==> config.mk <==
export PLATFORM = sky130hd
export DESIGN_NAME = psram_burst_address_sequencer
export DESIGN_NICKNAME = d
export VERILOG_FILES = /design/src/psram_burst_pkg.sv /design/src/psram_burst_address_sequencer.sv
export SDC_FILE = /design/constraint.sdc
export NUM_CORES = 1
export LEC_CHECK = 0
export BUFFER_PORTS_ARGS = -buffer_cell sky130_fd_sc_hd__buf_4
export CORE_ASPECT_RATIO = 0.6
export CORE_MARGIN = 1
export CORE_UTILIZATION = 65
export DETAILED_ROUTE_END_ITERATION = 10
export GPL_TIMING_DRIVEN = 0
export PLACE_DENSITY = 0.88
export SLEW_MARGIN = 15
export SYNTH_ARGS = -nofsm -noshare
export SYNTH_HDL_FRONTEND = slang
export SYNTH_SLANG_ARGS = --single-unit
==> constraint.sdc <==
create_clock -name mclk_i -period 9.78 [get_ports mclk_i]
set_clock_uncertainty 0.2 [all_clocks]
set_input_delay 0.489 -clock mclk_i [delete_from_list [all_inputs] [get_ports mclk_i]]
set_output_delay 0.489 -clock mclk_i [all_outputs]
set_load 0.1 [all_outputs]
==> src/psram_burst_pkg.sv <==
/*
 * Shared constants, carrier types and the group-size decode for the burst
 * address sequencer of the pseudo-static memory.
 * Assumes a single 100 MHz clock domain and word (16-bit) addressing.
 */
`default_nettype none

package psram_burst_pkg;

    // Word address width of the array (4 Mwords).
    localparam int ADDR_W = 22;

    // Depth of the address FIFO in front of the array access logic.
    localparam int FIFO_DEPTH = 8;

    // Burst length field codes, named by their length in bytes.
    localparam logic [1:0] LEN_128B = 2'h0;
    localparam logic [1:0] LEN_64B  = 2'h1;
    localparam logic [1:0] LEN_16B  = 2'h2;
    localparam logic [1:0] LEN_32B  = 2'h3;

    // Word masks for each group size: 64, 32, 8 and 16 words.
    localparam logic [ADDR_W-1:0] MASK_128B = 22'h00003F;
    localparam logic [ADDR_W-1:0] MASK_64B  = 22'h00001F;
    localparam logic [ADDR_W-1:0] MASK_16B  = 22'h000007;
    localparam logic [ADDR_W-1:0] MASK_32B  = 22'h00000F;

    // Value of the sequence code after reset: legacy wrap over 32 bytes.
    localparam logic       HYBRID_RESET = 1'h1;
    localparam logic [1:0] LEN_RESET    = LEN_32B;

    // Number of synchroniser stages on the chip select pin.
    localparam int SYNC_STAGES = 3;

    // Burst sequence code: hybrid-enable bit above the length field.
    typedef struct packed {
        logic       hybrid_enable_bit;
        logic [1:0] len;
    } burst_sequence_code_type;

    // Command taken from the command-address phase.
    typedef struct packed {
        logic              burst_type_cmd_bit;
        logic [ADDR_W-1:0] addr;
    } burst_cmd_type;

    // Group mask for a burst length code.
    function automatic logic [ADDR_W-1:0] group_mask(input logic [1:0] len);
        logic [ADDR_W-1:0] m;
        m = MASK_32B;
        unique case (len)
            LEN_128B: m = MASK_128B;
            LEN_64B:  m = MASK_64B;
            LEN_16B:  m = MASK_16B;
            LEN_32B:  m = MASK_32B;
        endcase
        return m;
    endfunction

endpackage

`default_nettype wire

==> src/psram_burst_address_sequencer.sv <==
/*
 * Burst address sequencer with its output FIFO. Turns the start word
 * address of a burst into the order of word addresses for the array.
 * Assumes the command decoder gives a one-cycle start pulse on mclk_i,
 * that chip select comes straight from the pin, and that the array side
 * drains addresses with a valid/ready handshake.
 */
`timescale 1ns/1ps
`default_nettype none

// Small synchronous FIFO; data out comes from the storage flip-flops.
module addr_fifo #(
    parameter int WIDTH = 22,
    parameter int DEPTH = 8
) (
    // Clock and reset.
    input  wire logic             mclk_i,
    input  wire logic             srst_i,
    input  wire logic             flush_i,
    // Fill side.
    input  wire logic             in_valid_i,
    output logic                  in_ready_o,
    input  wire logic [WIDTH-1:0] in_data_i,
    // Drain side.
    output logic                  out_valid_o,
    input  wire logic             out_ready_i,
    output logic      [WIDTH-1:0] out_data_o
);
    localparam int PW = $clog2(DEPTH);
    logic [WIDTH-1:0] mem [DEPTH];
    logic [PW-1:0]    wr_ptr;
    logic [PW-1:0]    rd_ptr;
    logic [PW:0]      count;
    logic [PW-1:0]    next_wr_ptr;
    logic [PW-1:0]    next_rd_ptr;
    logic [PW:0]      next_count;
    logic             push;
    logic             pop;
    // Full and empty follow the occupancy count directly.
    assign in_ready_o  = (count != DEPTH[PW:0]);
    assign out_valid_o = (count != '0);
    assign out_data_o  = mem[rd_ptr];
    assign push        = in_valid_i && in_ready_o;
    assign pop         = out_valid_o && out_ready_i;
    // Pointer and count update; a flush drops everything queued.
    always_comb
    begin
        next_wr_ptr = wr_ptr;
        next_rd_ptr = rd_ptr;
        next_count  = count;
        if (flush_i)
        begin
            next_wr_ptr = '0;
            next_rd_ptr = '0;
            next_count  = '0;
        end
        else
        begin
            if (push)
                next_wr_ptr = PW'(wr_ptr + 1'b1);
            if (pop)
                next_rd_ptr = PW'(rd_ptr + 1'b1);
            if (push && !pop)
                next_count = count + 1'b1;
            else if (pop && !push)
                next_count = count - 1'b1;
        end
    end
    always_ff @(posedge mclk_i)
    begin
        if (srst_i)
        begin
            wr_ptr <= '0;
            rd_ptr <= '0;
            count  <= '0;
        end
        else
        begin
            wr_ptr <= next_wr_ptr;
            rd_ptr <= next_rd_ptr;
            count  <= next_count;
        end
    end
    // Storage needs no reset; nothing reads a slot before it is written.
    always_ff @(posedge mclk_i)
    begin
        if (push && !flush_i)
            mem[wr_ptr] <= in_data_i;
    end

endmodule // addr_fifo

// Overview of operation
// - A legacy wrapped burst keeps every word inside one group aligned to its own length.
// - Group sizes of 16, 32, 64 and 128 bytes are supported, aligned to their length.
// - A wrap runs from the start word to the group end, back to the group start, and up to the word before the start.
// - A hybrid burst wraps once and then goes to the first word of the next group.
// - After the first wrap a hybrid burst counts up linearly until chip select goes high.
// - The hybrid-enable bit resets to one for legacy wrap, and zero selects hybrid sequencing.
// - With a wrapped command, code 000 gives hybrid over 128 bytes and 001 hybrid over 64 bytes.
// - With a wrapped command, code 010 gives hybrid over 16 bytes and 011 hybrid over 32 bytes.
// - Addresses count 16-bit words, so a 16-byte group is eight words.
// - A 64-byte hybrid burst from word 2E covers 2E to 3F, 20 to 2D, then runs on from 40.
// - Length codes 00, 01, 10, 11 mean 128, 64, 16, 32 bytes, with 32 bytes after reset.
module psram_burst_address_sequencer
(
    // Clock and reset.
    input  wire logic                                     mclk_i,
    input  wire logic                                     srst_i,
    // Sequence code load.
    input  wire logic                                     cfg_wr_i,
    input  wire psram_burst_pkg::burst_sequence_code_type cfg_i,
    output psram_burst_pkg::burst_sequence_code_type      cfg_o,
    // Burst command from the command-address phase.
    input  wire logic                                     start_i,
    input  wire psram_burst_pkg::burst_cmd_type           cmd_i,
    // Chip select pin, active low.
    input  wire logic                                     cs_n_i,
    // Word address stream to the array.
    output logic                                          addr_valid_o,
    input  wire logic                                     addr_ready_i,
    output logic [psram_burst_pkg::ADDR_W-1:0]            addr_o,
    // Burst status.
    output logic                                          busy_o
);
    import psram_burst_pkg::*;
    typedef enum logic [1:0] {
        IDLE = 2'b01,
        RUN  = 2'b10
    } seq_state_type;
    seq_state_type           state;
    seq_state_type           next_state;
    burst_sequence_code_type cfg_q;
    burst_sequence_code_type next_cfg_q;
    logic [ADDR_W-1:0]       cur;
    logic [ADDR_W-1:0]       next_cur;
    logic [ADDR_W-1:0]       start_q;
    logic [ADDR_W-1:0]       next_start_q;
    logic [ADDR_W-1:0]       mask_q;
    logic [ADDR_W-1:0]       next_mask_q;
    logic                    linear_q;
    logic                    next_linear_q;
    logic                    hybrid_q;
    logic                    next_hybrid_q;
    logic                    done_q;
    logic                    next_done_q;
    logic [SYNC_STAGES-1:0]  cs_sync;
    logic                    cs_high;
    logic                    cs_low;
    logic                    take;
    logic                    push;
    logic                    fifo_ready;
    logic                    wrapping;
    logic [ADDR_W-1:0]       base;
    logic [ADDR_W-1:0]       inc_low;
    logic [ADDR_W-1:0]       step_addr;
    logic                    wrap_end;

    // Chip select crosses in from the pin; only stages two and three decide.
    always_ff @(posedge mclk_i)
    begin
        if (srst_i)
            cs_sync <= '1;
        else
            cs_sync <= {cs_sync[SYNC_STAGES-2:0], cs_n_i};
    end
    assign cs_high = cs_sync[1] && cs_sync[2];
    assign cs_low  = !cs_sync[1] && !cs_sync[2];

    // Sequence code register; it is sampled only when a burst starts, so a
    // load during a burst cannot tear the running sequence.
    always_comb
    begin
        next_cfg_q = cfg_q;
        if (cfg_wr_i)
            next_cfg_q = cfg_i;
    end
    always_ff @(posedge mclk_i)
    begin
        if (srst_i)
        begin
            cfg_q.hybrid_enable_bit <= HYBRID_RESET;
            cfg_q.len               <= LEN_RESET;
        end
        else
            cfg_q <= next_cfg_q;
    end
    assign cfg_o = cfg_q;

    // Address arithmetic for one step of the running burst.
    assign wrapping  = !linear_q && !done_q;
    assign base      = cur & ~mask_q;
    assign inc_low   = ADDR_W'(cur + 1'b1) & mask_q;
    assign wrap_end  = wrapping && hybrid_q
                       && (inc_low == (start_q & mask_q));
    assign step_addr = wrap_end ? ADDR_W'(base + mask_q + 1'b1)
                     : wrapping ? (base | inc_low)
                     : ADDR_W'(cur + 1'b1);
    assign take = (state == IDLE) && start_i && cs_low;
    assign push = (state == RUN) && !cs_high && fifo_ready;

    // Burst control: latch the mode at start, step once per free slot,
    // stop as soon as chip select is seen high.
    always_comb
    begin
        next_state    = state;
        next_cur      = cur;
        next_start_q  = start_q;
        next_mask_q   = mask_q;
        next_linear_q = linear_q;
        next_hybrid_q = hybrid_q;
        next_done_q   = done_q;
        unique case (state)
            IDLE:
            begin
                if (take)
                begin
                    next_state    = RUN;
                    next_cur      = cmd_i.addr;
                    next_start_q  = cmd_i.addr;
                    next_mask_q   = group_mask(cfg_q.len);
                    next_linear_q = cmd_i.burst_type_cmd_bit;
                    next_hybrid_q = !cfg_q.hybrid_enable_bit;
                    next_done_q   = 1'b0;
                end
            end
            RUN:
            begin
                if (cs_high)
                    next_state = IDLE;
                else if (push)
                begin
                    next_cur = step_addr;
                    if (wrap_end)
                        next_done_q = 1'b1;
                end
            end
        endcase
    end
    always_ff @(posedge mclk_i)
    begin
        if (srst_i)
        begin
            state    <= IDLE;
            cur      <= '0;
            start_q  <= '0;
            mask_q   <= MASK_32B;
            linear_q <= 1'b0;
            hybrid_q <= 1'b0;
            done_q   <= 1'b0;
        end
        else
        begin
            state    <= next_state;
            cur      <= next_cur;
            start_q  <= next_start_q;
            mask_q   <= next_mask_q;
            linear_q <= next_linear_q;
            hybrid_q <= next_hybrid_q;
            done_q   <= next_done_q;
        end
    end
    assign busy_o = (state == RUN);

    // Addresses left queued when the burst ends are stale and are dropped.
    addr_fifo #(
        .WIDTH (ADDR_W),
        .DEPTH (FIFO_DEPTH)
    ) u_fifo (
        .mclk_i      (mclk_i),
        .srst_i      (srst_i),
        .flush_i     (state == RUN && cs_high),
        .in_valid_i  (push),
        .in_ready_o  (fifo_ready),
        .in_data_i   (cur),
        .out_valid_o (addr_valid_o),
        .out_ready_i (addr_ready_i),
        .out_data_o  (addr_o)
    );
endmodule // psram_burst_address_sequencer

`default_nettype wire

### Yosys cells after proc, flatten, opt, wreduce, memory -nomap -nowiden

Memories as Yosys holds them, arrays and structs flattened. A register that Yosys moved wholly into a read port is not among the register bits.
Cells that the tools add are included.

* ROM bits: 0
* register bits after elaboration: 87
* RAM bits: 176
* memories kept: 1
* latch bits: 0

Memories
* u_fifo.mem: words 8, width 22, read ports 1, clocked after Yosys merged registers in 1, write ports 1, RTL line psram_burst_address_sequencer.sv:30 `logic [WIDTH-1:0] mem [DEPTH];`

* shifts and indexed selects: 0
* reduce and logical (&&, ||, !) cells: 32
* $mul: 0
* multiplexer cells: 21
* bitwise logic cells: 5
* magnitude comparators: 0
* eq/ne operators: 12
* add/sub/neg operators: 7
* div/mod/pow operators: 0

Operators by type and width (number)
* $mux 22: 5
* $pmux 22 s4: 1
* $and 22x22->22: 3
* $add 22x1->22 const B: 2
* $pmux 22 s2: 1
* $add 22x22->22: 1
* $eq 22x22->1: 1
* $not 22->22: 1
* $or 22x22->22: 1
* $logic_and 1x1->1: 15
* $logic_not 1->1: 9
* $mux 4: 2
* $add 3x1->3 const B: 2
* $eq 2x2->1 const B: 3
* $mux 1: 6
* $mux 3: 2
* $ne 2x1->1 const B: 3
* $add 4x1->4 const B: 1
* $eq 2x1->1 const B: 2
* $mux 2: 2
* $ne 2x2->1 const B: 2
* $ne 4x4->1 const B: 1
* $pmux 2 s2: 1
* $reduce_and 2->1: 2
* 8 further kinds: 8

### Logic depth before layout (Yosys ltp)

* depth in word-level cells: 9
* depth in mapped cells: 13

### Cells and area by module

From an unflattened synthesis, not the netlist that was laid out.

* cells, all modules: 714
* area total of the unflattened synthesis: 10545.1 µm²

By module, submodules not included
* addr_fifo: seq. area each 5545.3 µm², instances 1, area each 7432.1 µm², cells an instance 331
* psram_burst_address_sequencer: seq. area each 840.8 µm², instances 1, area each 3113.0 µm², cells an instance 383

### Worst setup path before layout

OpenSTA, ideal clock, no wires.

* kind: flip-flop to flip-flop
* start: register u_fifo.count[0]
* end: memory u_fifo.mem[4][0], enable pin
* library setup time: 0.465 ns
* path buffers: 0
* slack: 5.695 ns
* stages on the path, launching flop included: 5
* arrival: 3.420 ns
* cell sequence: dfxtp_1 > nor3_1 > a21boi_0 > nand2_1 > nor4b_1

* longest elaborated chain between the ends: 6

Ends and longest elaborated chain
* start, declared: RTL line psram_burst_address_sequencer.sv:33 `logic [PW:0] count;`
* start signal, assigned: RTL line psram_burst_address_sequencer.sv:81 `count <= next_count;`
* $ne 4x4->1 (*): RTL line psram_burst_address_sequencer.sv:40 `assign in_ready_o = (count != DEPTH[PW:0]);`
* $logic_and 1x1->1: RTL line psram_burst_address_sequencer.sv:200 `assign push = (state == RUN) && !cs_high && fifo_ready;`
* $logic_and 1x1->1 (*): RTL line psram_burst_address_sequencer.sv:43 `assign push = in_valid_i && in_ready_o;`
* $logic_and 1x1->1 (*): RTL line psram_burst_address_sequencer.sv:87 `if (push && !flush_i)`
* $mux 1 (*): RTL line psram_burst_address_sequencer.sv:87
* $mux 1 (not written as such) (*): RTL line psram_burst_address_sequencer.sv:88 `mem[wr_ptr] <= in_data_i;`
* end, declared: RTL line psram_burst_address_sequencer.sv:30

Mark *: on every way between the ends. The rest lies on a longest branch, timed or not.

==> metrics <==
weighted congestion at the end of routability-driven global placement 0.980; total inserted antenna cells 0; category of the worst setup path launch point flop; leak pwr approximately 4.0 nW; area of the multi-input gates 3510 um2; maximum root-to-sink buffer count 3; hold violation total from the final report 0; TritonCTS sink count approximately 230; Cell Chain, Critical Path clkbuf_1 > buf_1 > mux4_2 > mux2_2 > buf_4; number of global-route vias before repair roughly 6.8k; area of the die ~16,000 um2; final-report max-slew violation count 0; Post-DRT Antenna Nets 0; share of synthesized area occupied by flip-flops and latches 63.0%; wire length of the first global-routing pass about 38 mm; post-synthesis cell type count 65; data required time of the worst path around 9.1 ns; final hold slack approximately 0.017 ns; PostCTS Resize Cnt 0; crit path DAT 3.31 ns; top cells by area, synth sky130_fd_sc_hd__edfxtp_1 52%, sky130_fd_sc_hd__dfxtp_1 11%, sky130_fd_sc_hd__mux4_2 9.8%, sky130_fd_sc_hd__mux2_2 2.4%, sky130_fd_sc_hd__xnor2_1 1.7%; total core area 14,800 um2; fraction of layout cells with a size suffix above 1 between 20% and 30%; aggregate global routing overflow 0; count of flip-flops with a built-in enable after synthesis 176; first-pass iteration count of the detailed router 5; clock root buffer sky130_fd_sc_hd__clkbuf_16; drt via density between 6 and 7; drt first-iter violations between 800 and 900; CTS buffer count 21; overall global routing resource usage around 32%; path type of the worst min-delay path input pin to flop; Mapped Nets between 700 and 800; synthesis-to-finish area growth 15.9%; worst relative slew slack about a fifth; Critical Path Max Stage Delay just over 0.8 ns; total number of placement rows 34; fillers 827; Avg Inst Size Synth 14.3 um2; pwr dens 204 nW/um2; clock insertion delay at the later pin of the skew report ~0.5 ns; Worst-Margin Slew 1.17 ns; Starting Density between 60% and 70%; minimum clock period roughly 4.0 ns; post-detailed-placement half-perimeter wirelength around 17 mm; # Post-CTS Setup Buffers 0; Worst VDD drop 0.000157 V; post-synth top area cell sky130_fd_sc_hd__edfxtp_1; area share of the largest cell type after synthesis 52.2%; routed via count between 6k and 7k; count of boundary I/O pins slightly below 60; Fmax achieved 250 MHz; Yosys warnings 0; setup repair after global routing missed its margin no; clock tree from TritonCTS built; Mapped Cells a little over 700; kind of capture point of the worst setup path primary output; final layout net count 849; Die Width ~160 um; result of the run completed; Synth Flop Type sky130_fd_sc_hd__edfxtp_1; overall die height between 90 and 100 um; final routed DRC violation total 0; cell area after synthesis ~10,000 um2; slowest cell on the critical path sky130_fd_sc_hd__buf_1; number of max-cap violations 0; type of the setup path with the least slack flop to primary output; number of antenna violations at the first check in global routing 0; Setup TNS Final 0 ns; final routed wire length divided by cell count between 20 and 25 um; port bufs 58; final setup violating endpoints 0; H-tree Lvls 1; flops & latches, synth 231; clock-pin slew of the registers on the worst-case setup and hold paths around 0.060 ns; largest net degree at the start of global routing 23; final WL between 20 and 25 mm; async set-or-reset flop fraction in the synthesized netlist 0%; Critical Path Fanout Max 10; Tcrit/Tclk final about two fifths; footprint of the flip-flops and latches between 6000 and 7000 um2
synthesized netlist by cell type, drive strengths merged, types with 2 or more instances:
cell,number
buf,21
a221oi,10
ha,7
and4,2
inv,11
o31ai,12
a21o,2
nand2b,4
and3,8
nor2b,2
nand2,44
edfxtp,176
or3,4
a211o,2
o211ai,6
mux4,44
nor3b,4
mux2i,6
mux2,22
nand3,32
a31oi,13
o32ai,4
nor4,7
and2,3
a31o,2
clkbuf,25
nand4,8
xnor2,20
a22oi,2
xnor3,2
dfxtp,55
nor4b,2
or2,5
nor2,36
a21oi,27
xor2,12
nor3,12
o21ai,31
a211oi,4
o21a,2
per-stage QoR:
stage / utilization, % / power [mW] / cells / cell area (um2) / setup slack, ns
global route: 79.1 / 2.47 / 1021 / 11700 / 5.53
floorplan: - / 1.47 / 706 / 10100 / 5.70
CTS: 79.1 / 2.41 / 1021 / 11700 / 5.65
global placement: 72.8 / 1.56 / 962 / 10800 / 3.52
finish: 79.1 / 2.40 / 1021 / 11700 / 5.78
detailed placement: 74.3 / 1.58 / 983 / 11000 / 6.24
what timing repair did:
item                       in CTS  in global routing
setup endpoints to repair       0                  0
hold endpoints to repair        1                  0
hold buffers                    1                  0
worst paths after layout:
| path | cells after the start | slack (ns) | endpoint | start |
|---|---|---|---|---|
| worst min register to register | 1 | 0.22 | cs_sync[1] | cs_sync[0] |
| worst max-delay path | 5 | 5.78 | addr_o[3] | flop |
| worst min-delay path | 3 | 0.02 | cfg_o[2] | cfg_i[2] |
| worst max register to register | 9 | 6.11 | cur[7] | cur[0] |
layout by cell type (no fill, tap or decap), types with 7 or more instances in the layout:
master                      instances
sky130_fd_sc_hd__buf_1              7
sky130_fd_sc_hd__dfxtp_1           55
sky130_fd_sc_hd__mux2_2            22
sky130_fd_sc_hd__nor2_1            33
sky130_fd_sc_hd__buf_4             72
sky130_fd_sc_hd__nor3_1             9
sky130_fd_sc_hd__a31oi_1           13
sky130_fd_sc_hd__inv_1             11
sky130_fd_sc_hd__a221oi_1           9
sky130_fd_sc_hd__clkbuf_1          27
sky130_fd_sc_hd__clkbuf_16         21
sky130_fd_sc_hd__nand3_1           32
sky130_fd_sc_hd__nand2_1           44
sky130_fd_sc_hd__buf_2             11
sky130_fd_sc_hd__xnor2_1           20
sky130_fd_sc_hd__o21ai_0           30
sky130_fd_sc_hd__edfxtp_1         176
sky130_fd_sc_hd__buf_6             10
sky130_fd_sc_hd__mux4_2            44
sky130_fd_sc_hd__ha_1               7
sky130_fd_sc_hd__a21oi_1           27
sky130_fd_sc_hd__and3_1             7
sky130_fd_sc_hd__o31ai_1           12
sky130_fd_sc_hd__xor2_1            12
sky130_fd_sc_hd__nand4_1            7
per-layer routing:
metal | up-vias | wire [um] | track usage, % | part of all wire (%)
li1 | 2965 | - | - | -
met1 | 3380 | 9870 | 45.8 | 40
met2 | 465 | 11600 | 50.9 | 47
met3 | 58 | 2600 | 6.14 | 11
met4 | 0 | 566 | 9.20 | 2.3
met5 | - | 0 | 0 | 0
sequential cells by signal, indices dropped and copies added, names as in the netlist, named ones only:
name           count
mask_q             3
cfg_o              3
cur               20
linear_q           1
u_fifo.rd_ptr      3
u_fifo.wr_ptr      3
start_q            6
u_fifo.mem       176
hybrid_q           1
state              2
done_q             1
u_fifo.count       4
cs_sync            3
report_power, final:
part           leakage, nW  total, mW  switching (mW)  internal [mW]
Combinational         1.55      0.494           0.331          0.163
Sequential            2.10       1.07          0.0135           1.06
Clock                0.337      0.838           0.343          0.495
kinds of logic (layout without fill, tap and decap cells):
family / after synthesis / count (layout) / share of synthesized area, %
flops: 231 / 231 / 63.0
simple gates: 175 / 175 / 8.71
compound gates: 128 / 128 / 8.44
mux: 72 / 72 / 12.8
buf+inv: 58 / 175 / 2.73
xor+xnor: 34 / 34 / 3.21
fa+ha+maj: 8 / 8 / 1.06
worst max-delay path: cells and delay by family, from the launching register on:
kind,cells,cell delay (ns)
muxes,2,0.92
buffers and inverters,3,1.57
DFF,1,0.31
area by class of cell:
type | count | area share [%]
clock buffer | 27 | 4.92
multi-input combinational | 417 | 29.9
inverter | 11 | 0.352
clock inverter | 10 | 1.04
buffer | 47 | 2.00
sequential | 231 | 54.4
timing repair buffer | 80 | 5.29
tap | 198 | 2.11
Note: power is estimated with default switching activity, not from simulation.
